===== config.mk =====
export PLATFORM = sky130hd
export DESIGN_NAME = sse_engine
export DESIGN_NICKNAME = d
export VERILOG_FILES = /design/src/rtl/sse_pkg.sv /design/src/rtl/sse_cond.sv /design/src/rtl/sse_engine.sv
export SDC_FILE = /design/constraint.sdc
export NUM_CORES = 1
export LEC_CHECK = 0
export BUFFER_PORTS_ARGS = -buffer_cell sky130_fd_sc_hd__buf_2
export CAP_MARGIN = 10
export CORE_MARGIN = 1.5
export CORE_UTILIZATION = 60
export DETAILED_ROUTE_END_ITERATION = 6
export PLACE_DENSITY = 0.86
export SLEW_MARGIN = 10
export SYNTH_ARGS = -nofsm -noshare
export SYNTH_HDL_FRONTEND = slang
export SYNTH_HIERARCHICAL = 1
export SYNTH_SLANG_ARGS = --single-unit
export TNS_END_PERCENT = 50

===== constraint.sdc =====
create_clock -name mclk -period 8.6 [get_ports mclk]
set_input_delay 0 -clock mclk [delete_from_list [all_inputs] [get_ports mclk]]
set_output_delay 0 -clock mclk [all_outputs]
set_load 0.01 [all_outputs]

===== src/rtl/sse_pkg.sv =====
package sse_pkg;

  // Register indices; byte address is four times the index
  localparam logic [7:0] IDX_CTRL = 8'hc0;
  localparam logic [7:0] IDX_STAT = 8'hc1;
  localparam logic [7:0] IDX_DATA = 8'hc2;
  localparam logic [7:0] IDX_ADDR = 8'hc3;
  localparam logic [7:0] IDX_RATE = 8'hcf;

  // Control register bit positions
  localparam int B_BUSY = 7;
  localparam int B_EN = 6;
  localparam int B_STA = 5;
  localparam int B_STO = 4;
  localparam int B_SI = 3;
  localparam int B_AA = 2;
  localparam int B_FTE = 1;
  localparam int B_TOE = 0;

  localparam logic [7:0] RST_BYTE = 8'h00;
  localparam logic [31:0] RD_UNMAPPED = 32'h0000_0000;
  localparam logic [2:0] CODE_LOW_ZERO = 3'h0;

  // Status codes
  localparam logic [7:0] C_BERR = 8'h00;
  localparam logic [7:0] C_START = 8'h08;
  localparam logic [7:0] C_RSTART = 8'h10;
  localparam logic [7:0] C_AW_ACK = 8'h18;
  localparam logic [7:0] C_AW_NACK = 8'h20;
  localparam logic [7:0] C_MT_ACK = 8'h28;
  localparam logic [7:0] C_MT_NACK = 8'h30;
  localparam logic [7:0] C_ARB = 8'h38;
  localparam logic [7:0] C_AR_ACK = 8'h40;
  localparam logic [7:0] C_AR_NACK = 8'h48;
  localparam logic [7:0] C_MR_ACK = 8'h50;
  localparam logic [7:0] C_MR_NACK = 8'h58;
  localparam logic [7:0] C_SW = 8'h60;
  localparam logic [7:0] C_ARB_SW = 8'h68;
  localparam logic [7:0] C_GC = 8'h70;
  localparam logic [7:0] C_ARB_GC = 8'h78;
  localparam logic [7:0] C_SR_ACK = 8'h80;
  localparam logic [7:0] C_SR_NACK = 8'h88;
  localparam logic [7:0] C_GR_ACK = 8'h90;
  localparam logic [7:0] C_GR_NACK = 8'h98;
  localparam logic [7:0] C_SSTOP = 8'ha0;
  localparam logic [7:0] C_SR = 8'ha8;
  localparam logic [7:0] C_ARB_SR = 8'hb0;
  localparam logic [7:0] C_ST_ACK = 8'hb8;
  localparam logic [7:0] C_ST_NACK = 8'hc0;
  localparam logic [7:0] C_ST_LAST = 8'hc8;
  localparam logic [7:0] C_FREE = 8'hd0;
  localparam logic [7:0] C_IDLE = 8'hf8;

  // Bus free timeout: BFT_MULT * (BFT_BASE - preset) cycles of SCL high
  localparam int BFT_MULT = 10;
  localparam int BFT_BASE = 257;
  localparam int BFT_MIN_W = 12;

  typedef enum logic [2:0] {
    M_IDLE = 3'b000,
    M_MT = 3'b001,
    M_MR = 3'b010,
    M_SR = 3'b011,
    M_SRGC = 3'b100,
    M_ST = 3'b101
  } sse_mode_type;

  // Events from the bit-level shifter
  typedef struct packed {
    logic byte_done;
    logic ack_seen;
    logic ack_cycle;
    logic start_sent;
    logic arb_lost;
    logic byte_active;
    logic [7:0] rx_byte;
  } sse_shev_type;

  // Requests to the bit-level shifter
  typedef struct packed {
    logic gen_start;
    logic gen_stop;
    logic hold;
  } sse_req_type;

endpackage

===== src/rtl/sse_cond.sv =====
`timescale 1ns/10ps
module sse_cond #(
  parameter int BFT_W = 12
) (
  input wire logic mclk,
  input wire logic rst_n,
  input wire logic scl_in,
  input wire logic sda_in,
  input wire logic [7:0] preset,
  output logic start_seen,
  output logic stop_seen,
  output logic bus_busy,
  output logic free_to
);

  if (BFT_W < sse_pkg::BFT_MIN_W)
  begin : g_chk
    $error("BFT_W too narrow for the bus free timeout");
  end

  logic scl_q, sda_q, busy_q, fired_q;
  logic [BFT_W-1:0] cnt_q, cnt_d, limit;
  wire st_w = scl_in && scl_q && sda_q && !sda_in;
  wire sp_w = scl_in && scl_q && !sda_q && sda_in;
  wire hit_w = scl_in && (cnt_q >= limit) && !fired_q;

  assign limit = BFT_W'(sse_pkg::BFT_MULT) * (BFT_W'(sse_pkg::BFT_BASE) - BFT_W'(preset));
  assign cnt_d = scl_in ? cnt_q + BFT_W'(1) : '0;

  always_ff @(posedge mclk or negedge rst_n)
  begin
    if (!rst_n)
    begin
      scl_q <= 1'b1;
      sda_q <= 1'b1;
      cnt_q <= '0;
      fired_q <= 1'b0;
      busy_q <= 1'b0;
    end
    else
    begin
      scl_q <= scl_in;
      sda_q <= sda_in;
      cnt_q <= cnt_d;
      fired_q <= scl_in && (fired_q || hit_w);
      busy_q <= st_w || (busy_q && !sp_w && !hit_w);
    end
  end

  assign start_seen = st_w;
  assign stop_seen = sp_w;
  assign bus_busy = busy_q;
  assign free_to = hit_w;

endmodule


===== src/rtl/sse_engine.sv =====
// Contract
// - Each of 28 bus states has a unique code in status bits 7..3.
// - Status code is meaningful only while the event flag is set.
// - Low three status bits read zero while the event flag is set.
// - Status resets to idle 0xF8; idle never sets the event flag.
// - Master reports 0x08 after START, 0x10 after repeated START.
// - Address plus write sent: 0x18 on ACK, 0x20 on NACK.
// - Master data byte sent: 0x28 on ACK, 0x30 on NACK.
// - Arbitration loss reports 0x38, or 0x68/0xB0 when own address follows, 0x78 when general call follows.
// - Address plus read sent: 0x40 on ACK, 0x48 on NACK.
// - Master receiver byte: 0x50 when acked, 0x58 when not.
// - Slave acks own write address with 0x60, general call with 0x70.
// - Slave byte: 0x80/0x88, after general call 0x90/0x98.
// - Addressed slave reports 0xA0 on STOP or repeated START.
// - Slave transmitter: 0xA8 on own read address, 0xB8/0xC0 per master ack.
// - Last slave byte with ack assert clear yet acked reports 0xC8.
// - Clock-high timer expiry from the rate preset reports 0xD0.
// - Misplaced START or STOP reports bus error 0x00.
// - Event flag set on each reporting state, cleared only by software.
// - Receiver ack cycle drives SDA low when ack assert set, releases it otherwise; a matched slave address is acked regardless.
// - Start and stop together send STOP then START while we own the bus; STOP seen clears stop.
// - Slave stop request leaves the transfer like a received STOP, but reports no 0xA0 and sets no event flag.
`timescale 1ns/10ps
module sse_engine #(
  parameter int BFT_W = 12
) (
  input wire logic mclk,
  input wire logic rst_n,
  input wire logic [9:0] avs_address,
  input wire logic avs_read,
  input wire logic avs_write,
  input wire logic [31:0] avs_writedata,
  output logic [31:0] avs_readdata,
  output logic avs_waitrequest,
  input wire sse_pkg::sse_shev_type sh_ev,
  output sse_pkg::sse_req_type sh_req,
  input wire logic scl_in,
  input wire logic sda_in,
  output logic sda_out,
  output logic sda_oe
);

  logic wait_q, en_q, sta_q, sto_q, si_q, aa_q, fte_q, toe_q;
  logic maddr_q, saddr_q, arb_q, owner_q, sda_oe_q;
  logic [7:0] data_q, own_q, rate_q, code_q;
  logic [31:0] rdata_q;
  sse_pkg::sse_mode_type mode_q, mode_d;
  sse_pkg::sse_req_type req_q;
  logic start_seen, stop_seen, bus_busy, free_to;

  sse_cond #(.BFT_W(BFT_W)) u_cond (
    .mclk(mclk),
    .rst_n(rst_n),
    .scl_in(scl_in),
    .sda_in(sda_in),
    .preset(rate_q),
    .start_seen(start_seen),
    .stop_seen(stop_seen),
    .bus_busy(bus_busy),
    .free_to(free_to)
  );

  // Avalon slave: one wait cycle, then the request is taken
  wire req = avs_read || avs_write;
  wire take = req && !wait_q;
  wire [7:0] idx = avs_address[9:2];
  wire hit_ctrl = idx == sse_pkg::IDX_CTRL;
  wire hit_stat = idx == sse_pkg::IDX_STAT;
  wire hit_data = idx == sse_pkg::IDX_DATA;
  wire hit_addr = idx == sse_pkg::IDX_ADDR;
  wire hit_rate = idx == sse_pkg::IDX_RATE;
  wire wr_ctrl = take && avs_write && hit_ctrl;
  wire wr_data = take && avs_write && hit_data;
  wire wr_addr = take && avs_write && hit_addr;
  wire wr_rate = take && avs_write && hit_rate;
  wire [7:0] wd = avs_writedata[7:0];
  wire [7:0] ctrl_rd = {bus_busy, en_q, sta_q, sto_q, si_q, aa_q, fte_q, toe_q};
  wire [7:0] stat_rd = {code_q[7:3], sse_pkg::CODE_LOW_ZERO};
  wire [7:0] byte_rd = hit_ctrl ? ctrl_rd : hit_stat ? stat_rd : hit_data ? data_q :
                       hit_addr ? own_q : rate_q;
  wire mapped = hit_ctrl || hit_stat || hit_data || hit_addr || hit_rate;
  wire [31:0] rd_mux = mapped ? {24'h000000, byte_rd} : sse_pkg::RD_UNMAPPED;

  // Protocol progress only while the event flag is clear
  wire act = en_q && !si_q;
  wire slave_on = (mode_q == sse_pkg::M_SR) || (mode_q == sse_pkg::M_SRGC) || (mode_q == sse_pkg::M_ST);
  wire berr = act && (start_seen || stop_seen) && sh_ev.byte_active;
  wire fto = act && fte_q && free_to;
  wire slv_end = act && slave_on && (start_seen || stop_seen);
  wire slv_sto = act && slave_on && sto_q;
  wire arb = act && sh_ev.arb_lost;
  wire hi_pri = berr || fto || slv_end || slv_sto || arb;
  wire st_path = act && sh_ev.start_sent && !hi_pri;
  wire byte_path = act && sh_ev.byte_done && !hi_pri && !sh_ev.start_sent;
  wire own_match = sh_ev.rx_byte[7:1] == own_q[7:1];
  wire gc_match = (sh_ev.rx_byte == sse_pkg::RST_BYTE) && own_q[0];
  wire rx_side = (mode_q == sse_pkg::M_MR) || (mode_q == sse_pkg::M_SR) || (mode_q == sse_pkg::M_SRGC);

  logic ev_hit, maddr_d, saddr_d, arb_d, owner_d;
  logic [7:0] ev_code;

  always_comb
  begin
    ev_hit = 1'b0;
    ev_code = sse_pkg::C_IDLE;
    mode_d = mode_q;
    maddr_d = maddr_q;
    saddr_d = saddr_q || (act && start_seen && !owner_q);
    arb_d = arb_q;
    owner_d = owner_q && !(act && stop_seen);
    if (berr)
    begin
      ev_hit = 1'b1;
      ev_code = sse_pkg::C_BERR;
      mode_d = sse_pkg::M_IDLE;
      {maddr_d, saddr_d, arb_d, owner_d} = 4'h0;
    end
    else if (fto)
    begin
      ev_hit = 1'b1;
      ev_code = sse_pkg::C_FREE;
      mode_d = sse_pkg::M_IDLE;
      {maddr_d, saddr_d, arb_d, owner_d} = 4'h0;
    end
    else if (slv_end || slv_sto)
    begin
      ev_hit = slv_end;
      ev_code = sse_pkg::C_SSTOP;
      mode_d = sse_pkg::M_IDLE;
      saddr_d = slv_end && start_seen;
    end
    else if (arb)
    begin
      // Lost during our address byte: keep listening for our own address
      ev_hit = !maddr_q;
      ev_code = sse_pkg::C_ARB;
      mode_d = sse_pkg::M_IDLE;
      arb_d = maddr_q;
      saddr_d = maddr_q;
      {maddr_d, owner_d} = 2'h0;
    end
    else if (st_path)
    begin
      ev_hit = 1'b1;
      ev_code = owner_q ? sse_pkg::C_RSTART : sse_pkg::C_START;
      mode_d = sse_pkg::M_MT;
      {maddr_d, owner_d, saddr_d} = 3'b110;
    end
    else if (byte_path && maddr_q)
    begin
      ev_hit = 1'b1;
      maddr_d = 1'b0;
      if (data_q[0])
      begin
        ev_code = sh_ev.ack_seen ? sse_pkg::C_AR_ACK : sse_pkg::C_AR_NACK;
        mode_d = sse_pkg::M_MR;
      end
      else
      begin
        ev_code = sh_ev.ack_seen ? sse_pkg::C_AW_ACK : sse_pkg::C_AW_NACK;
        mode_d = sse_pkg::M_MT;
      end
    end
    else if (byte_path && saddr_q)
    begin
      saddr_d = 1'b0;
      arb_d = 1'b0;
      ev_hit = own_match || gc_match || arb_q;
      ev_code = sse_pkg::C_ARB;
      mode_d = sse_pkg::M_IDLE;
      if (own_match && sh_ev.rx_byte[0])
      begin
        ev_code = arb_q ? sse_pkg::C_ARB_SR : sse_pkg::C_SR;
        mode_d = sse_pkg::M_ST;
      end
      else if (own_match)
      begin
        ev_code = arb_q ? sse_pkg::C_ARB_SW : sse_pkg::C_SW;
        mode_d = sse_pkg::M_SR;
      end
      else if (gc_match)
      begin
        ev_code = arb_q ? sse_pkg::C_ARB_GC : sse_pkg::C_GC;
        mode_d = sse_pkg::M_SRGC;
      end
    end
    else if (byte_path)
    begin
      ev_hit = 1'b1;
      case (mode_q)
        sse_pkg::M_MT: ev_code = sh_ev.ack_seen ? sse_pkg::C_MT_ACK : sse_pkg::C_MT_NACK;
        sse_pkg::M_MR: ev_code = aa_q ? sse_pkg::C_MR_ACK : sse_pkg::C_MR_NACK;
        sse_pkg::M_SR: ev_code = aa_q ? sse_pkg::C_SR_ACK : sse_pkg::C_SR_NACK;
        sse_pkg::M_SRGC: ev_code = aa_q ? sse_pkg::C_GR_ACK : sse_pkg::C_GR_NACK;
        sse_pkg::M_ST: ev_code = !sh_ev.ack_seen ? sse_pkg::C_ST_NACK :
                                 aa_q ? sse_pkg::C_ST_ACK : sse_pkg::C_ST_LAST;
        default: ev_hit = 1'b0;
      endcase
    end
    else if (act && stop_seen)
    begin
      mode_d = sse_pkg::M_IDLE;
      {maddr_d, saddr_d, arb_d} = 3'h0;
    end
  end

  // Set by an event wins over a clearing write in the same cycle
  wire si_d = ev_hit || (si_q && !(wr_ctrl && !wd[sse_pkg::B_SI]));
  wire sto_clr = (act && stop_seen) || slv_sto;
  wire sto_d = wr_ctrl ? wd[sse_pkg::B_STO] : (sto_q && !sto_clr);
  // STOP first while we own the bus, START only once it is ours or free
  wire gen_stop = act && sto_q && owner_q;
  wire gen_start = act && sta_q && !(sto_q && owner_q) && (owner_q || !bus_busy);
  wire sda_oe_d = sh_ev.ack_cycle && ((rx_side && aa_q) || (saddr_q && (own_match || gc_match)));

  always_ff @(posedge mclk or negedge rst_n)
  begin
    if (!rst_n)
    begin
      wait_q <= 1'b1;
      rdata_q <= sse_pkg::RD_UNMAPPED;
      {en_q, sta_q, sto_q, si_q, aa_q, fte_q, toe_q} <= 7'h00;
      {maddr_q, saddr_q, arb_q, owner_q, sda_oe_q} <= 5'h00;
      data_q <= sse_pkg::RST_BYTE;
      own_q <= sse_pkg::RST_BYTE;
      rate_q <= sse_pkg::RST_BYTE;
      code_q <= sse_pkg::C_IDLE;
      mode_q <= sse_pkg::M_IDLE;
      req_q <= '0;
    end
    else
    begin
      wait_q <= !(req && wait_q);
      if (req && wait_q && avs_read)
        rdata_q <= rd_mux;
      if (wr_ctrl)
        {en_q, sta_q, aa_q, fte_q, toe_q} <= {wd[sse_pkg::B_EN], wd[sse_pkg::B_STA], wd[sse_pkg::B_AA],
                                              wd[sse_pkg::B_FTE], wd[sse_pkg::B_TOE]};
      sto_q <= sto_d;
      si_q <= si_d;
      if (wr_data)
        data_q <= wd;
      else if (byte_path)
        data_q <= sh_ev.rx_byte;
      if (wr_addr)
        own_q <= wd;
      if (wr_rate)
        rate_q <= wd;
      // Status writes are dropped so a stray store cannot corrupt the code
      if (ev_hit)
        code_q <= ev_code;
      mode_q <= mode_d;
      {maddr_q, saddr_q, arb_q, owner_q} <= {maddr_d, saddr_d, arb_d, owner_d};
      sda_oe_q <= sda_oe_d;
      req_q <= '{gen_start: gen_start, gen_stop: gen_stop, hold: si_d};
    end
  end

  assign avs_waitrequest = wait_q;
  assign avs_readdata = rdata_q;
  assign sh_req = req_q;
  assign sda_out = 1'b0;
  assign sda_oe = sda_oe_q;

  chk_low_bits: assert property (@(posedge mclk) disable iff (!rst_n) si_q |-> stat_rd[2:0] == 3'h0)
    else $error("status low bits not zero");
  chk_idle_no_flag: assert property (@(posedge mclk) disable iff (!rst_n) ev_hit |-> ev_code != sse_pkg::C_IDLE)
    else $error("idle code raised the event flag");
  chk_flag_sticky: assert property (@(posedge mclk) disable iff (!rst_n)
    si_q && !wr_ctrl |=> si_q)
    else $error("event flag cleared without software");
  chk_code_hold: assert property (@(posedge mclk) disable iff (!rst_n) si_q ##1 si_q |-> $stable(code_q))
    else $error("code changed while flag set");
  chk_stall_req: assert property (@(posedge mclk) disable iff (!rst_n)
    si_q && si_d |=> !sh_req.gen_start && !sh_req.gen_stop && sh_req.hold)
    else $error("bus request issued while stalled");
  chk_start_code: assert property (@(posedge mclk) disable iff (!rst_n)
    st_path |=> si_q && code_q == ($past(owner_q) ? sse_pkg::C_RSTART : sse_pkg::C_START))
    else $error("wrong START code");
  chk_mt_data: assert property (@(posedge mclk) disable iff (!rst_n)
    byte_path && !maddr_q && !saddr_q && mode_q == sse_pkg::M_MT
    |=> code_q == ($past(sh_ev.ack_seen) ? sse_pkg::C_MT_ACK : sse_pkg::C_MT_NACK))
    else $error("wrong master transmit code");
  chk_bus_error: assert property (@(posedge mclk) disable iff (!rst_n) berr |=> si_q && code_q == sse_pkg::C_BERR)
    else $error("bus error not reported");
  chk_ack_drive: assert property (@(posedge mclk) disable iff (!rst_n)
    sh_ev.ack_cycle && !saddr_q && rx_side |=> sda_oe == $past(aa_q))
    else $error("ack level does not follow ack assert");
  chk_stop_clear: assert property (@(posedge mclk) disable iff (!rst_n)
    act && stop_seen && !wr_ctrl |=> !sto_q)
    else $error("stop request not cleared by STOP");
  chk_bus_wait: assert property (@(posedge mclk) disable iff (!rst_n) req && wait_q |=> !avs_waitrequest ##1 avs_waitrequest)
    else $error("bus answer not after one wait cycle");

  cov_start: cover property (@(posedge mclk) disable iff (!rst_n) st_path ##1 code_q == sse_pkg::C_START);
  cov_arb_own: cover property (@(posedge mclk) disable iff (!rst_n) ev_hit && ev_code == sse_pkg::C_ARB_SW);
  cov_slave_tx: cover property (@(posedge mclk) disable iff (!rst_n) ev_hit && ev_code == sse_pkg::C_ST_LAST);
  cov_free_to: cover property (@(posedge mclk) disable iff (!rst_n) fto);

endmodule


Word-level counts from Yosys, hierarchy flattened --
Cells that the tools add are included.
Storage, ports and cells: output and inout bits 38, input port bits 62, register bits after elaboration 98
Operators by class: equal/unequal tests 18, multiply operators 1, muxes and demuxes 86, $lt $le $gt $ge 1, reductions and logical operators 104, $add $sub $neg 2
Operator list (count):
- $mux 8 | 16
- $logic_and 1x1->1 | 53
- $eq 8x8->1 const B | 5
- $mux 1 | 40
- $pmux 8 s5 | 1
- $mux 3 | 12
- $mux 7 | 5
- $logic_or 1x1->1 | 24
- $mux 4 | 6
- $logic_not 1->1 | 18
- $mux 5 | 3
- $add 12x1->12 const B | 1
- $ge 12x12->1 | 1
- $mul 3x12->11 const A | 1
- $mux 12 | 1
- $sub 9x8->10 const A | 1
- $logic_not 8->1 | 1
- $ne 4x4->1 const B | 2
- $ne 8x5->1 const B | 1
- $reduce_bool 8->1 | 1
- $eq 7x7->1 | 1
- $eq 3x2->1 const B | 2
- $eq 3x3->1 const B | 2
- $mux 6 | 1
- 13 further kinds | 13

Depth between registers and ports, before layout --
Gate-level depths: netlist (run 1).
word-level depth 22, mapped depth 23

Cells and area by module --
The synthesis (run 1) kept the hierarchy.
By module, submodules not included:
- sse_engine | area an instance 3495.9 um^2, times used 1, cells an instance 373, sequential area each 1383.8 um^2
- sse_cond | area an instance 1447.6 um^2, times used 1, cells an instance 157, sequential area each 402.9 um^2

Worst setup path after synthesis (run 1) --
Ideal clock, no wire load.
kind flip-flop to flip-flop, start point reg rate_q[1], end point reg saddr_q, cell stages (with the launch flop) 22, data arrival time 4378 ps, required time 8532 ps, period minus slack after synthesis 4446 ps, setup slack 4154 ps, cells stage by stage dfrtp_1 > inv_1 > ha_1 > xor2_1 > xnor2_1 > ha_1 > fa_1 > a21o_1 > a21oi_2 > o21bai_1 > a21oi_1 > xor2_1 > ha_1 > nand4_1 > nor3_1 > o21ai_1 > a311oi_2 > nand3_1 > and3_4 > or4_1 > a31oi_1 > o221a_1
On the way: cells in the longest elaborated chain, start to end 21
Ends and longest elaborated chain:
- start: declaration | RTL line sse_engine.sv:45 | logic [7:0] data_q, own_q, rate_q, code_q;
- start signal: assignment | RTL line sse_engine.sv:226 | rate_q <= sse_pkg::RST_BYTE;
- start signal: assignment | RTL line sse_engine.sv:248 | rate_q <= wd;
- $sub 9x8->10 (*) | RTL line sse_cond.sv:27 | assign limit = BFT_W'(sse_pkg::BFT_MULT) * (BFT_W'(sse_pkg::BFT_BASE) - BFT_W'(preset));
- $mul 3x12->11 (*) | RTL line sse_cond.sv:27
- $ge 12x12->1 (*) | RTL line sse_cond.sv:25 | wire hit_w = scl_in && (cnt_q >= limit) && !fired_q;
- $logic_and 1x1->1 (*) (2 in a row) | RTL line sse_cond.sv:25
- named net free_to | RTL line sse_engine.sv:49 | logic start_seen, stop_seen, bus_busy, free_to;
- $logic_and 1x1->1 (*) | RTL line sse_engine.sv:88 | wire fto = act && fte_q && free_to;
- $logic_or 1x1->1 (4 in a row) | RTL line sse_engine.sv:92 | wire hi_pri = berr || fto || slv_end || slv_sto || arb;
- $logic_not 1->1 | RTL line sse_engine.sv:93, sse_engine.sv:94
- (+3 left out)
- $mux 1 | RTL line sse_engine.sv:164 | else if (byte_path && saddr_q)
- $mux 1 | RTL line sse_engine.sv:149 | else if (byte_path && maddr_q)
- $mux 1 | RTL line sse_engine.sv:142 | else if (st_path)
- $mux 1 | RTL line sse_engine.sv:132 | else if (arb)
- $mux 1 | RTL line sse_engine.sv:125 | else if (slv_end || slv_sto)
- $mux 1 (*) | RTL line sse_engine.sv:118 | else if (fto)
- $mux 1 (*) | RTL line sse_engine.sv:111 | if (berr)
- named net saddr_d | RTL line sse_engine.sv:99 | logic ev_hit, maddr_d, saddr_d, arb_d, owner_d;
- end signal: assignment | RTL line sse_engine.sv:253 | {maddr_q, saddr_q, arb_q, owner_q} <= {maddr_d, saddr_d, arb_d, owner_d};
- end: declaration | RTL line sse_engine.sv:44 | logic maddr_q, saddr_q, arb_q, owner_q, sda_oe_q;
The timed path passes the listed nets; every way through them passes the cells marked *. A chain may end at the register's enable or synchronous reset.

Worst setup path in the final report (run 1) --
start point reg rate_q[1], end point reg code_q[3]
On the way: cells in the longest elaborated chain, start to end 21
Ends and longest elaborated chain:
- $sub 9x8->10 (*) | RTL line sse_cond.sv:27
- $mul 3x12->11 (*) | RTL line sse_cond.sv:27
- $ge 12x12->1 (*) | RTL line sse_cond.sv:25
- $logic_and 1x1->1 (*) (2 in a row) | RTL line sse_cond.sv:25
- named net free_to | RTL line sse_engine.sv:49
- $logic_and 1x1->1 (*) | RTL line sse_engine.sv:88
- $logic_or 1x1->1 (4 in a row) | RTL line sse_engine.sv:92
- $logic_not 1->1 | RTL line sse_engine.sv:93, sse_engine.sv:94
- $logic_and 1x1->1 (2 in a row) | RTL line sse_engine.sv:94 | wire byte_path = act && sh_ev.byte_done && !hi_pri && !sh_ev.start_sent;
- $mux 8 (tied with other cells) | RTL line sse_engine.sv:187 | else if (byte_path)
- $mux 8 or $mux 1 (tied branches) | RTL line sse_engine.sv:164
- $mux 8 or $mux 1 (tied branches) | RTL line sse_engine.sv:149
- $mux 8 or $mux 1 (tied branches) | RTL line sse_engine.sv:142
- $mux 8 or $mux 1 (tied branches) | RTL line sse_engine.sv:132
- $mux 8 or $mux 1 (tied branches) | RTL line sse_engine.sv:125
- $mux 8 or $mux 1 (tied branches) | RTL line sse_engine.sv:118
- $mux 8 or $mux 1 (tied branches) | RTL line sse_engine.sv:111
- end signal: assignment | RTL line sse_engine.sv:227 | code_q <= sse_pkg::C_IDLE;
- end signal: assignment | RTL line sse_engine.sv:251 | code_q <= ev_code;
- end: declaration | RTL line sse_engine.sv:45
Marked as above.

==> insert_results.sql, run 1 <==
INSERT INTO impl_metrics (metric_group, metric, value, unit) VALUES
('routing', 'dr_wl_met2', '5.47', 'mm'),
('critical_path', 'path_delay_family', 'compound AO/OA/AOI/OAI gates', ''),
('global_route', 'grt_antenna_before_repair', '0', ''),
('routing', 'dr_wl_met3', '809', 'um'),
('critical_path', 'worstSetupEndpointType', 'register', ''),
('routing', 'totalWireLength', '11.9', 'mm'),
('clock_network', 'cts_max_path_buffers', '2', ''),
('critical_path', 'worstPathMaxFanout', '11', ''),
('logic_synthesis', 'yosysSeqAreaShare', '0.361', ''),
('sta', 'hold_slack', '0.0135', 'ns'),
('placed_design', 'place_hpwl', '8.67', 'mm'),
('routing', 'wl_per_cell', '17.2', 'um'),
('clock_network', 'ctsHtreeMaxLevel', '3', ''),
('die', 'site_row_count', '32', ''),
('placed_design', 'gp_routability_congestion', '0.917', ''),
('die', 'placeableCoreArea', '7850', 'sq um'),
('logic_synthesis', 'synth-seq-cells', '71', ''),
('placed_design', 'placed_cells_incl_taps', '662', ''),
('routing', 'drcViolationCount', '0', ''),
('global_route', 'grt_remaining_overflow', '0', ''),
('sta', 'setup_repair_after_global_routing_missed_its_margin', 'false', ''),
('hold_path', 'hold-path-endpoint', 'data_q[7]', ''),
('logic_synthesis', 'synth.top_cells.by_count', '63 x sky130_fd_sc_hd__dfrtp_1, 50 x sky130_fd_sc_hd__nor2_1, 36 x sky130_fd_sc_hd__nand2_1', ''),
('sta', 'hold_viol_final', '0', ''),
('routing', 'detail_route.vias_per_cell', '6.13', ''),
('logic_synthesis', 'avgSynthCellArea', '9.33', 'sq um'),
('die', 'initial_utilization', '0.630', ''),
('die', 'ios', '100', ''),
('routing', 'via_count', '4240', ''),
('sta', 'relSlewSlack', '0.402', ''),
('critical_path', 'cp_cell_sequence', 'inv_1 -> ha_1 -> xor2_1 -> xnor2_1 -> ha_1 -> fa_1 -> a21o_1 -> a21oi_2 -> o21bai_1 -> a21oi_1 -> xor2_1 -> ha_1 -> nand2_1 -> nor2_1 -> a211oi_1 -> a311oi_2 -> nand2_1 -> and4_1 -> and2_1 -> o221ai_1 -> a21o_1 -> o32ai_1', ''),
('logic_synthesis', 'yosys_most_used_dff', 'sky130_fd_sc_hd__dfrtp_1', ''),
('clock_network', 'cts-root-buf', 'sky130_fd_sc_hd__clkbuf_8', ''),
('final_layout', 'flow.area_growth_from_synthesis', '10.3', '%'),
('critical_path', 'critical_path_buf_inv_count', '1', ''),
('power', 'pwr_density_cell', '173', 'nW/um^2'),
('clock_network', 'worst_skew_late_latency', '0.35', 'ns'),
('clock_network', 'clkSlewWorstSetupHoldPaths', '0.08', 'ns'),
('power', 'power_leakage', '2.59', 'nW'),
('placed_design', 'port_buffers', '48', ''),
('hold_path', 'worst_hold_path.num_cells', '3', ''),
('routing', 'maxUsedRoutingLayer', 'met4', ''),
('critical_path', 'path_class', 'register to register', ''),
('sta', 'total_neg_setup_slack', '0', 'ns'),
('clock_network', 'clock_sink_count', '71', ''),
('run', 'cap_viol_max_count', '0', ''),
('clock_network', 'post-cts-setup-buffer-count', '0', ''),
('critical_path', 'critical-path-slowest-cell', 'sky130_fd_sc_hd__and2_1', ''),
('final_layout', 'final_cell_count_no_fill', '692', ''),
('sta', 'final.min_clock_period', '5.67', 'ns'),
('final_layout', 'drive_gt1_frac', '0.180', ''),
('power', 'max-vdd-ir-drop', '77.1', 'uV'),
('hold_path', 'worstHoldPathType', 'input pin to register', ''),
('critical_path', 'cp.required', '8.84', 'ns'),
('global_route', 'globalRouteTotalUtil', '0.291', ''),
('sta', 'number_of_endpoints_failing_setup_at_the_final_stage', '0', ''),
('sta', 'max_clock_freq', '0.176', 'GHz'),
('logic_synthesis', 'yosys.area.top_type', 'sky130_fd_sc_hd__dfrtp_1', ''),
('sta', 'post-route-period-util', '0.660', ''),
('die', 'width_of_the_die', '93.8', 'um'),
('critical_path', 'crit-reg2reg-launch', 'rate_q[1]', ''),
('final_layout', 'post_layout_nets', '676', ''),
('logic_synthesis', 'synth_enable_flop_cells', '0', ''),
('logic_synthesis', 'synth.lib_cells_used.distinct', '78', ''),
('routing', 'dr.pass1.iters', '5', ''),
('outcome', 'status', 'finished clean', ''),
('logic_synthesis', 'synth_largest_type_area_fraction', '0.319', ''),
('global_route', 'grt_pass1_wl', '19.8', 'mm'),
('clock_network', 'tritoncts', 'yes', ''),
('clock_network', 'cts_hold_repair.buffers', '14', ''),
('routing', 'routedLengthMet1', '5.33', 'mm');
## how the worst max path moves through the flow
stage	startpoint	to	cells after the start
final	rate_q[1]	code_q[3]	22
after CTS	rate_q[1]	code_q[3]	22
after global routing	rate_q[1]	code_q[3]	22
after global placement	rate_q[1]	code_q[7]	22
after detailed placement	rate_q[1]	code_q[6]	22
after floorplan	rate_q[1]	saddr_q	21
## state kept, by name, indices dropped and copies added, names as in the netlist, 3 cells and up
signal,cells
avs_readdata,8
code_q,5
data_q,8
mode_q,3
own_q,8
rate_q,8
sh_req,3
u_cond/cnt_q,12
## cells by family (layout without fill, tap and decap cells)
kind of cell,after synthesis,in the layout,synth area share
AND/OR/NAND/NOR,162,162,0.172
AO/OA/AOI/OAI,130,130,0.178
flip-flops,71,71,0.361
multiplexers,38,38,0.0830
adder cells (fa/ha/maj),29,29,0.0749
other,1,25,0.000759
XOR/XNOR,31,31,0.0549
buffers and inverters,68,104,0.0744
## power by group
group	internal (mW)	switching [mW]	total (mW)
Sequential	0.378	0.0552	0.433
Combinational	0.115	0.149	0.264
Clock	0.120	0.128	0.248
## routing by layer
| layer | vias to the layer above | GRT usage |
|---|---|---|
| met2 | 220 | 0.458 |
| met5 | - | 0 |
| met1 | 2036 | 0.391 |
| met4 | 0 | 0.137 |
| met3 | 27 | 0.0485 |
| li1 | 1957 | - |
## cell type report
| cell class | instances | area, sq um | area share |
|---|---|---|---|
| Sequential cell | 71 | 1790 | 0.328 |
| Multi-Input combinational cell | 415 | 2880 | 0.528 |
| Clock inverter | 3 | 17.5 | 0.00321 |
| Inverter | 25 | 93.8 | 0.0172 |
| Timing Repair Buffer | 63 | 388 | 0.0711 |
| Clock buffer | 13 | 159 | 0.0291 |
| Tap cell | 102 | 128 | 0.0234 |
## per-stage QoR
stage | utilization | setup WS (ns) | instance area [sq um]
detailed placement | 0.654 | 3.06 | 5130
floorplan | - | 4.15 | 5030
CTS | 0.695 | 3.01 | 5450
global route | 0.695 | 2.61 | 5450
global placement | 0.654 | 3.19 | 5130
finish | 0.695 | 2.93 | 5450
## worst register-to-register path: stages, from the launching register on
cell	delay, ns
sky130_fd_sc_hd__dfrtp_1	0.45
sky130_fd_sc_hd__inv_1	0.19
sky130_fd_sc_hd__ha_1	0.28
sky130_fd_sc_hd__xor2_1	0.25
sky130_fd_sc_hd__xnor2_1	0.11
sky130_fd_sc_hd__ha_1	0.24
sky130_fd_sc_hd__fa_1	0.42
sky130_fd_sc_hd__a21o_1	0.19
sky130_fd_sc_hd__a21oi_2	0.17
sky130_fd_sc_hd__o21bai_1	0.08
sky130_fd_sc_hd__a21oi_1	0.18
sky130_fd_sc_hd__xor2_1	0.19
sky130_fd_sc_hd__ha_1	0.27
sky130_fd_sc_hd__nand2_1	0.07
sky130_fd_sc_hd__nor2_1	0.05
sky130_fd_sc_hd__a211oi_1	0.30
sky130_fd_sc_hd__a311oi_2	0.23
sky130_fd_sc_hd__nand2_1	0.16
sky130_fd_sc_hd__and4_1	0.27
sky130_fd_sc_hd__and2_1	0.55
sky130_fd_sc_hd__o221ai_1	0.35
sky130_fd_sc_hd__a21o_1	0.25
sky130_fd_sc_hd__o32ai_1	0.33
## cell usage in the layout (no fill, tap or decap), types with 5 or more instances in the layout
| master | Yosys | routed |
|---|---|---|
| sky130_fd_sc_hd__mux2i_1 | 14 | 14 |
| sky130_fd_sc_hd__mux2_2 | 15 | 15 |
| sky130_fd_sc_hd__a31oi_1 | 5 | 5 |
| sky130_fd_sc_hd__a211oi_1 | 9 | 9 |
| sky130_fd_sc_hd__clkbuf_8 | 0 | 11 |
| sky130_fd_sc_hd__ha_1 | 28 | 28 |
| sky130_fd_sc_hd__nor3_1 | 7 | 7 |
| sky130_fd_sc_hd__nor2_1 | 50 | 50 |
| sky130_fd_sc_hd__a21o_1 | 5 | 5 |
| sky130_fd_sc_hd__nor3b_1 | 5 | 5 |
| sky130_fd_sc_hd__nand2_1 | 36 | 36 |
| sky130_fd_sc_hd__nand4_1 | 5 | 5 |
| sky130_fd_sc_hd__o21ai_0 | 25 | 25 |
| sky130_fd_sc_hd__or3_1 | 6 | 6 |
| sky130_fd_sc_hd__conb_1 | 1 | 25 |
| sky130_fd_sc_hd__nand2b_1 | 7 | 7 |
| sky130_fd_sc_hd__o21ai_1 | 6 | 6 |
| sky130_fd_sc_hd__inv_1 | 25 | 25 |
| sky130_fd_sc_hd__mux2_1 | 9 | 9 |
| sky130_fd_sc_hd__dfstp_2 | 8 | 8 |
| sky130_fd_sc_hd__dfrtp_1 | 63 | 63 |
| sky130_fd_sc_hd__dlygate4sd3_1 | 0 | 14 |
| sky130_fd_sc_hd__xnor2_1 | 17 | 17 |
| sky130_fd_sc_hd__buf_2 | 5 | 48 |
| sky130_fd_sc_hd__xor2_1 | 14 | 14 |
| sky130_fd_sc_hd__a21oi_1 | 33 | 33 |
| sky130_fd_sc_hd__nand3_1 | 14 | 14 |
No activity file was read; power rests on OpenSTA's default activity.
==> run 2, diff against run 1 <==
--- a/config.mk
+++ b/config.mk
@@ -8,9 +8,9 @@
 export BUFFER_PORTS_ARGS = -buffer_cell sky130_fd_sc_hd__buf_2
 export CAP_MARGIN = 10
 export CORE_MARGIN = 1.5
-export CORE_UTILIZATION = 60
+export CORE_UTILIZATION = 51
 export DETAILED_ROUTE_END_ITERATION = 6
-export PLACE_DENSITY = 0.86
+export PLACE_DENSITY = 0.78
 export SLEW_MARGIN = 10
 export SYNTH_ARGS = -nofsm -noshare
 export SYNTH_HDL_FRONTEND = slang
==> constraint.sdc (replaced) <==
create_clock -name mclk -period 4.8 [get_ports mclk]
set_input_delay 0 -clock mclk [delete_from_list [all_inputs] [get_ports mclk]]
set_output_delay 0 -clock mclk [all_outputs]
set_load 0.01 [all_outputs]
==> insert_results.sql, run 2 (synthesis results as in run 1) <==
INSERT INTO impl_metrics (metric_group, metric, value, unit) VALUES
('routing', 'drcViolationCount', '0', ''),
('sta', 'number_of_endpoints_failing_setup_at_the_final_stage', '5', ''),
('routing', 'wl_per_cell', '17.7', 'um'),
('hold_path', 'worstHoldPathType', 'input pin to register', ''),
('power', 'power_leakage', '2.79', 'nW'),
('power', 'power.internal', '1.26', 'mW'),
('hold_path', 'worstHoldStart', 'sh_ev[3]', ''),
('global_route', 'grt_remaining_overflow', '0', ''),
('global_route', 'number_of_global_route_vias_before_repair', '4073', ''),
('power', 'power_frac_comb', '0.286', ''),
('global_route', 'largest_net_degree_at_the_start_of_global_routing', '72', ''),
('sta', 'max_clock_freq', '0.207', 'GHz'),
('sta', 'clock-skew-final', '0.00939', 'ns'),
('clock_network', 'tritoncts', 'yes', ''),
('critical_path', 'worstSetupStartpointType', 'register', ''),
('critical_path', 'crit_arrival', '5.10', 'ns'),
('sta', 'relSlewSlack', '0.394', ''),
('sta', 'worst_pin_slew', '0.909', 'ns'),
('final_layout', 'largest_reg_flops', '12', ''),
('final_layout', 'mostFrequentLayoutCells', '59 x sky130_fd_sc_hd__dfrtp_1, 49 x sky130_fd_sc_hd__nor2_1, 48 x sky130_fd_sc_hd__buf_2', ''),
('critical_path', 'worstSetupStartpoint', 'rate_q[2]', ''),
('power', 'clock_share_of_power', '0.304', ''),
('critical_path', 'crit-reg2reg-launch', 'rate_q[2]', ''),
('critical_path', 'cp.required', '5.07', 'ns'),
('clock_network', 'tritoncts.num_buffers', '9', ''),
('sta', 'post-route-period-util', '1.01', ''),
('sta', 'slew_violations', '0', ''),
('sta', 'setup_repair_after_global_routing_missed_its_margin', 'true', ''),
('routing', 'dr.pass1.iters', '5', ''),
('placed_design', 'gp_routability_congestion', '0.905', ''),
('routing', 'detail_route.vias_per_cell', '5.87', ''),
('power', 'netSwitchingFraction', '0.335', ''),
('die', 'ios', '100', ''),
('sta', 'hold_viol_final', '0', ''),
('hold_path', 'hold-path-endpoint', 'data_q[3]', ''),
('run', 'cap_viol_max_count', '0', ''),
('die', 'width_of_the_die', '101', 'um'),
('routing', 'via_count', '4388', ''),
('routing', 'totalWireLength', '13.2', 'mm'),
('die', 'die_y', '101', 'um'),
('placed_design', 'port_buffers', '48', ''),
('critical_path', 'path_class', 'register to register', ''),
('placed_design', 'place_hpwl', '9.21', 'mm'),
('outcome', 'status', 'finished with violations', ''),
('critical_path', 'timing.reg2reg.setup_slack', '-0.03', 'ns'),
('power', 'p_switching', '635', 'uW'),
('die', 'die_area', '10300', 'sq um'),
('clock_network', 'worst_skew_late_latency', '0.36', 'ns'),
('global_route', 'globalRouteTotalUtil', '0.244', ''),
('sta', 'total_neg_setup_slack', '-0.0444', 'ns'),
('die', 'site_row_count', '35', ''),
('hold_path', 'worst_hold_path.num_cells', '3', ''),
('final_layout', 'nFillCells', '741', ''),
('final_layout', 'mostFrequentLayoutCell', 'sky130_fd_sc_hd__dfrtp_1', ''),
('final_layout', 'drive_gt1_frac', '0.277', ''),
('global_route', 'grt_antenna_before_repair', '1', ''),
('routing', 'first_iter_violations', '393', ''),
('clock_network', 'clkSlewWorstSetupHoldPaths', '0.08', 'ns'),
('final_layout', 'flow.area_growth_from_synthesis', '20.8', '%'),
('clock_network', 'ctsHtreeMaxLevel', '3', ''),
('final_layout', 'finish.utilization', '0.640', ''),
('global_route', 'grt_pass1_wl', '19.6', 'mm'),
('power', 'max-vdd-ir-drop', '152', 'uV'),
('power', 'power.share.sequential', '0.410', ''),
('final_layout', 'total_area_of_multi_input_combinational_cells', '3070', 'sq um'),
('final_layout', 'post_layout_nets', '703', ''),
('die', 'initial_utilization', '0.530', ''),
('die', 'placeableCoreArea', '9330', 'sq um'),
('final_layout', 'registers.top_by_ff_count', 'u_cond/cnt_q', ''),
('routing', 'drtAntennaViolNets', '0', ''),
('sta', 'final.min_clock_period', '4.83', 'ns'),
('critical_path', 'worstSetupEndpointType', 'register', ''),
('critical_path', 'rr_worst_depth', '23', ''),
('clock_network', 'cts-root-buf', 'sky130_fd_sc_hd__clkbuf_8', ''),
('sta', 'final_critical_path_setup_slack', '-0.0275', 'ns'),
('critical_path', 'worstPathMaxFanout', '6', ''),
('placed_design', 'place_ws', '-0.160', 'ns'),
('clock_network', 'clock_sink_count', '71', ''),
('final_layout', 'register_area', '1790', 'sq um'),
('power', 'pwr_density_cell', '318', 'nW/um^2'),
('critical_path', 'crit-reg2reg-capture', 'mode_q[1]', ''),
('clock_network', 'cts_max_path_buffers', '2', ''),
('outcome', 'failing_checks', 'setup timing', '');
## run 2: what timing repair did
action	in CTS	in global routing
pin swaps	4	26
buffers inserted	0	9
hold buffers	14	0
gates resized for setup	6	41
hold endpoints to repair	99	0
setup endpoints to repair	12	20
## run 2: stage by stage
step | hold slack, ns | power (mW) | cell area [sq um] | instances
2_1_floorplan | -0.296 | 1.12 | 5030 | 554
3_3_place_gp | 0.121 | 1.23 | 5310 | 708
3_5_place_dp | 0.123 | 1.25 | 5310 | 708
4_1_cts | 0.00616 | 1.83 | 5720 | 738
5_1_grt | 0.0149 | 2.00 | 5970 | 747
6_report | 0.0127 | 1.90 | 5970 | 747
## run 2: final cells by class
cell class | instances | share of cell area
clock inverter | 4 | 0.0128
inverter | 25 | 0.0157
tap | 129 | 0.0270
multi-input combinational | 415 | 0.514
clock buffer | 12 | 0.0277
timing repair buffer | 90 | 0.103
sequential | 71 | 0.300
antenna | 1 | 0.000419
## run 2: worst max path at each step
stage          cells past startpoint         to
4_1_cts                           24  code_q[5]
2_1_floorplan                     21    saddr_q
3_5_place_dp                      23  code_q[5]
6_report                          23  mode_q[1]
3_3_place_gp                      25  code_q[6]
5_1_grt                           24  mode_q[1]
## run 2: power by group through the flow
stage	combinational, mW	clock, mW	sequential, mW
2_1_floorplan	0.392	0	0.733
3_3_place_gp	0.447	0	0.778
3_5_place_dp	0.465	0	0.782
4_1_cts	0.481	0.582	0.771
5_1_grt	0.597	0.612	0.788
6_report	0.544	0.577	0.778
## run 2: metal layers
metal,vias up,part of all wire,track usage
li1,2016,-,-
met1,2138,0.42,0.326
met2,200,0.49,0.403
met3,34,0.070,0.0400
met4,0,0.026,0.0865
met5,-,0,0
## run 2: critical path, stage by stage (launching register included)
cell                       delay [ns]
sky130_fd_sc_hd__dfrtp_2         0.46
sky130_fd_sc_hd__inv_2           0.09
sky130_fd_sc_hd__ha_4            0.16
sky130_fd_sc_hd__xor2_2          0.21
sky130_fd_sc_hd__xnor2_1         0.12
sky130_fd_sc_hd__ha_1            0.24
sky130_fd_sc_hd__fa_2            0.35
sky130_fd_sc_hd__a21o_1          0.18
sky130_fd_sc_hd__a21oi_2         0.16
sky130_fd_sc_hd__o21bai_1        0.09
sky130_fd_sc_hd__a21oi_1         0.19
sky130_fd_sc_hd__xor2_1          0.24
sky130_fd_sc_hd__ha_1            0.19
sky130_fd_sc_hd__nand4_1         0.12
sky130_fd_sc_hd__nor3_2          0.24
sky130_fd_sc_hd__o21ai_2         0.12
sky130_fd_sc_hd__a311oi_4        0.44
sky130_fd_sc_hd__nand2_2         0.13
sky130_fd_sc_hd__and4_4          0.22
sky130_fd_sc_hd__and2_4          0.17
sky130_fd_sc_hd__buf_6           0.13
sky130_fd_sc_hd__o21ai_2         0.05
sky130_fd_sc_hd__nand3b_1        0.20
sky130_fd_sc_hd__o22ai_2         0.25
==> run 3, diff against run 2 <==
--- a/config.mk
+++ b/config.mk
@@ -5,6 +5,7 @@
 export SDC_FILE = /design/constraint.sdc
 export NUM_CORES = 1
 export LEC_CHECK = 0
+export ABC_AREA = 1
 export BUFFER_PORTS_ARGS = -buffer_cell sky130_fd_sc_hd__buf_2
 export CAP_MARGIN = 10
 export CORE_MARGIN = 1.5
==> insert_results.sql, run 3 <==
INSERT INTO impl_metrics (metric_group, metric, value, unit) VALUES
('final_layout', 'post-route-cell-area', '5970', 'sq um'),
('critical_path', 'crit-reg2reg-capture', 'code_q[3]', ''),
('clock_network', 'tritoncts', 'yes', ''),
('placed_design', 'placedInstanceArea', '5430', 'sq um'),
('sta', 'relSlewSlack', '0.400', ''),
('routing', 'totalWireLength', '13.1', 'mm'),
('logic_synthesis', 'synth-async-reset-ratio', '1.00', ''),
('global_route', 'grt_remaining_overflow', '0', ''),
('final_layout', 'flow.area_growth_from_synthesis', '16.2', '%'),
('global_route', 'grt_antenna_before_repair', '0', ''),
('die', 'die_y', '103', 'um'),
('routing', 'first_iter_violations', '280', ''),
('sta', 'number_of_endpoints_failing_setup_at_the_final_stage', '0', ''),
('logic_synthesis', 'yosysSeqAreaShare', '0.348', ''),
('logic_synthesis', 'yosys-mux-area-fraction', '0', ''),
('logic_synthesis', 'mapped_cell_area', '5140', 'sq um'),
('final_layout', 'insertedDiodeCount', '0', ''),
('logic_synthesis', 'synth.top_cells.by_area', 'sky130_fd_sc_hd__dfrtp_1 31%, sky130_fd_sc_hd__nand2_1 14%, sky130_fd_sc_hd__ha_1 6.8%, sky130_fd_sc_hd__inv_1 5.7%, sky130_fd_sc_hd__dfstp_2 4.1%', ''),
('power', 'pwr_density_cell', '255', 'nW/um^2'),
('placed_design', 'port_buffers', '48', ''),
('sta', 'total_neg_setup_slack', '0', 'ns'),
('die', 'site_row_count', '36', ''),
('final_layout', 'nFillCells', '853', ''),
('routing', 'drtAntennaViolNets', '0', ''),
('final_layout', 'drive_gt1_frac', '0.181', ''),
('critical_path', 'cp.required', '5.08', 'ns'),
('critical_path', 'critical-path-max-stage-delay', '0.45', 'ns'),
('logic_synthesis', 'dominant_combinational_cell_family_by_area_after_synthesis', 'simple AND/OR/NAND/NOR gates', ''),
('logic_synthesis', 'synth_enable_flop_cells', '0', ''),
('die', 'ios', '100', ''),
('final_layout', 'post_layout_nets', '858', ''),
('logic_synthesis', 'synth.lib_cells_used.distinct', '46', ''),
('sta', 'final.min_clock_period', '4.48', 'ns'),
('clock_network', 'cts-root-buf', 'sky130_fd_sc_hd__clkbuf_8', ''),
('sta', 'hold_slack', '0.0345', 'ns'),
('outcome', 'status', 'finished clean', ''),
('routing', 'dr.pass1.iters', '5', ''),
('final_layout', 'largest_reg_flops', '12', ''),
('critical_path', 'path_class', 'register to register', ''),
('logic_synthesis', 'synth_largest_type_area_fraction', '0.307', ''),
('critical_path', 'worstPathMaxFanout', '6', ''),
('hold_path', 'worst_hold_path.num_cells', '5', ''),
('logic_synthesis', 'synth.top_cells.by_count', '192 x sky130_fd_sc_hd__nand2_1, 78 x sky130_fd_sc_hd__inv_1, 63 x sky130_fd_sc_hd__dfrtp_1', ''),
('run', 'cap_viol_max_count', '0', ''),
('sta', 'clock-skew-final', '0.0116', 'ns'),
('logic_synthesis', 'synth-seq-cells', '71', ''),
('logic_synthesis', 'syn-instance-count', '687', ''),
('logic_synthesis', 'ys.warnings.count', '6', ''),
('critical_path', 'critPathMostFrequentCell', 'sky130_fd_sc_hd__nand2_1', ''),
('die', 'initial_utilization', '0.526', ''),
('logic_synthesis', 'compound_cell_area_share_of_the_yosys_netlist', '0.118', ''),
('critical_path', 'worstSetupEndpointType', 'register', ''),
('final_layout', 'mostFrequentLayoutCells', '191 x sky130_fd_sc_hd__nand2_1, 77 x sky130_fd_sc_hd__inv_1, 61 x sky130_fd_sc_hd__dfrtp_1', ''),
('clock_network', 'ctsHtreeMaxLevel', '3', ''),
('logic_synthesis', 'yosys.area.top_type', 'sky130_fd_sc_hd__dfrtp_1', ''),
('clock_network', 'cts_max_path_buffers', '2', ''),
('sta', 'slew_violations', '0', ''),
('logic_synthesis', 'synth-adder-area-share', '0.0721', ''),
('routing', 'via_count', '4770', ''),
('global_route', 'globalRouteTotalUtil', '0.256', ''),
('power', 'max-vdd-ir-drop', '185', 'uV'),
('logic_synthesis', 'yosys_most_used_dff', 'sky130_fd_sc_hd__dfrtp_1', ''),
('placed_design', 'gp_routability_congestion', '0.959', ''),
('critical_path', 'crit-reg2reg-launch', 'rate_q[1]', ''),
('final_layout', 'mostFrequentLayoutCell', 'sky130_fd_sc_hd__nand2_1', ''),
('hold_path', 'hold-path-endpoint', 'data_q[4]', ''),
('clock_network', 'clkSlewWorstSetupHoldPaths', '0.08', 'ns'),
('die', 'die_area', '10700', 'sq um'),
('sta', 'post-route-period-util', '0.934', ''),
('critical_path', 'rr_worst_depth', '29', ''),
('hold_path', 'worstHoldStart', 'sh_ev[4]', ''),
('logic_synthesis', 'most_repeated_cell_in_the_gate_level_netlist_after_synthesis', 'sky130_fd_sc_hd__nand2_1', ''),
('routing', 'detail_route.vias_per_cell', '5.27', ''),
('sta', 'hold_viol_final', '0', ''),
('final_layout', 'finish.utilization', '0.611', ''),
('global_route', 'grt_pass1_wl', '21.0', 'mm'),
('power', 'power_leakage', '3.23', 'nW'),
('routing', 'wl_per_cell', '14.5', 'um'),
('sta', 'max_clock_freq', '0.223', 'GHz'),
('logic_synthesis', 'yosys.area_share.simple', '0.307', ''),
('global_route', 'largest_net_degree_at_the_start_of_global_routing', '72', ''),
('die', 'placeableCoreArea', '9770', 'sq um'),
('critical_path', 'timing.reg2reg.setup_slack', '0.32', 'ns'),
('critical_path', 'worstSetupStartpoint', 'rate_q[1]', ''),
('global_route', 'number_of_global_route_vias_before_repair', '4504', ''),
('placed_design', 'place_hpwl', '9.57', 'mm'),
('final_layout', 'registers.top_by_ff_count', 'u_cond/cnt_q', ''),
('logic_synthesis', 'yosys.area_share.xor_xnor', '0.0455', ''),
('clock_network', 'tritoncts.num_buffers', '9', ''),
('clock_network', 'clock_sink_count', '71', ''),
('clock_network', 'worst_skew_late_latency', '0.34', 'ns'),
('critical_path', 'critical-path-slowest-cell', 'sky130_fd_sc_hd__dfrtp_2', ''),
('routing', 'drcViolationCount', '0', ''),
('critical_path', 'crit_arrival', '4.77', 'ns'),
('hold_path', 'worstHoldPathType', 'input pin to register', ''),
('die', 'width_of_the_die', '103', 'um'),
('sta', 'worst_pin_slew', '0.901', 'ns'),
('logic_synthesis', 'avgSynthCellArea', '7.48', 'sq um'),
('critical_path', 'worstSetupStartpointType', 'register', '');
==> run 3: cell count changes after synthesis, sizes merged, moves of 9 or more <==
cell	change
mux2i	-14
nand2	+166
a211oi	-9
inv	+65
o21ai	+15
mux2	-24
nand3	+31
==> run 3: how the worst max path moves through the flow <==
stage	end	slack, ns	cells after the start
after floorplan	code_q[4]	0.90	28
after CTS	code_q[7]	0.24	32
final	code_q[3]	0.32	29
after global placement	code_q[3]	0.34	29
after detailed placement	code_q[4]	0.25	28
after global routing	code_q[3]	-0.05	32
==> run 3: area by class of cell <==
type                       count  area (sq um)  area share
clock buffer                  10           128      0.0214
timing repair buffer          76           493      0.0825
multi-input combinational    517          2940       0.493
clock inverter                 6           109      0.0182
tap                          133           166      0.0279
sequential                    71          1790       0.300
inverter                      92           345      0.0578
==> run 3: routing by layer <==
| layer | part of all wire | global-route usage | up-vias |
|---|---|---|---|
| met5 | 0 | 0 | - |
| met4 | 0.033 | 0.126 | 0 |
| met3 | 0.061 | 0.0349 | 34 |
| met2 | 0.46 | 0.417 | 217 |
| met1 | 0.44 | 0.334 | 2181 |
| li1 | - | - | 2338 |
==> run 3: through the flow <==
stage          setup WS (ns)  power, mW  cells
6_report               0.318       1.52    905
2_1_floorplan          0.896      0.858    711
3_3_place_gp           0.341      0.914    862
4_1_cts                0.237       1.51    895
3_5_place_dp           0.251      0.929    862
5_1_grt              -0.0511       1.60    905
==> run 3: timing repair <==
item / 4_1_cts / 5_1_grt
gates resized for setup: 0 / 13
setup buffers: 0 / 10
hold endpoints to repair: 84 / 0
endpoints found under the setup margin: 0 / 18
hold buffers: 17 / 0
==> run 3: worst max-delay path: cells and delay by family (launching register included) <==
kind	cells	cell delay, ns
adder cells (fa/ha/maj)	3	0.81
AO/OA/AOI/OAI	4	0.67
flip-flops	1	0.45
AND/OR/NAND/NOR	17	1.67
XOR/XNOR	2	0.43
buffers and inverters	3	0.40
==> run 3: cells by family after synthesis <==
| logic type | count (synthesis) |
|---|---|
| buffers and inverters | 123 |
| other | 1 |
| AOI/OAI and AO/OA | 103 |
| and+or+nand+nor | 335 |
| DFF | 71 |
| xor gates and xnor gates | 25 |
| adders and majority gates | 29 |
==> run 3: power by group <==
part           internal, mW  switching [mW]
Combinational         0.114           0.180
Sequential            0.629          0.0264
Clock                 0.345           0.227
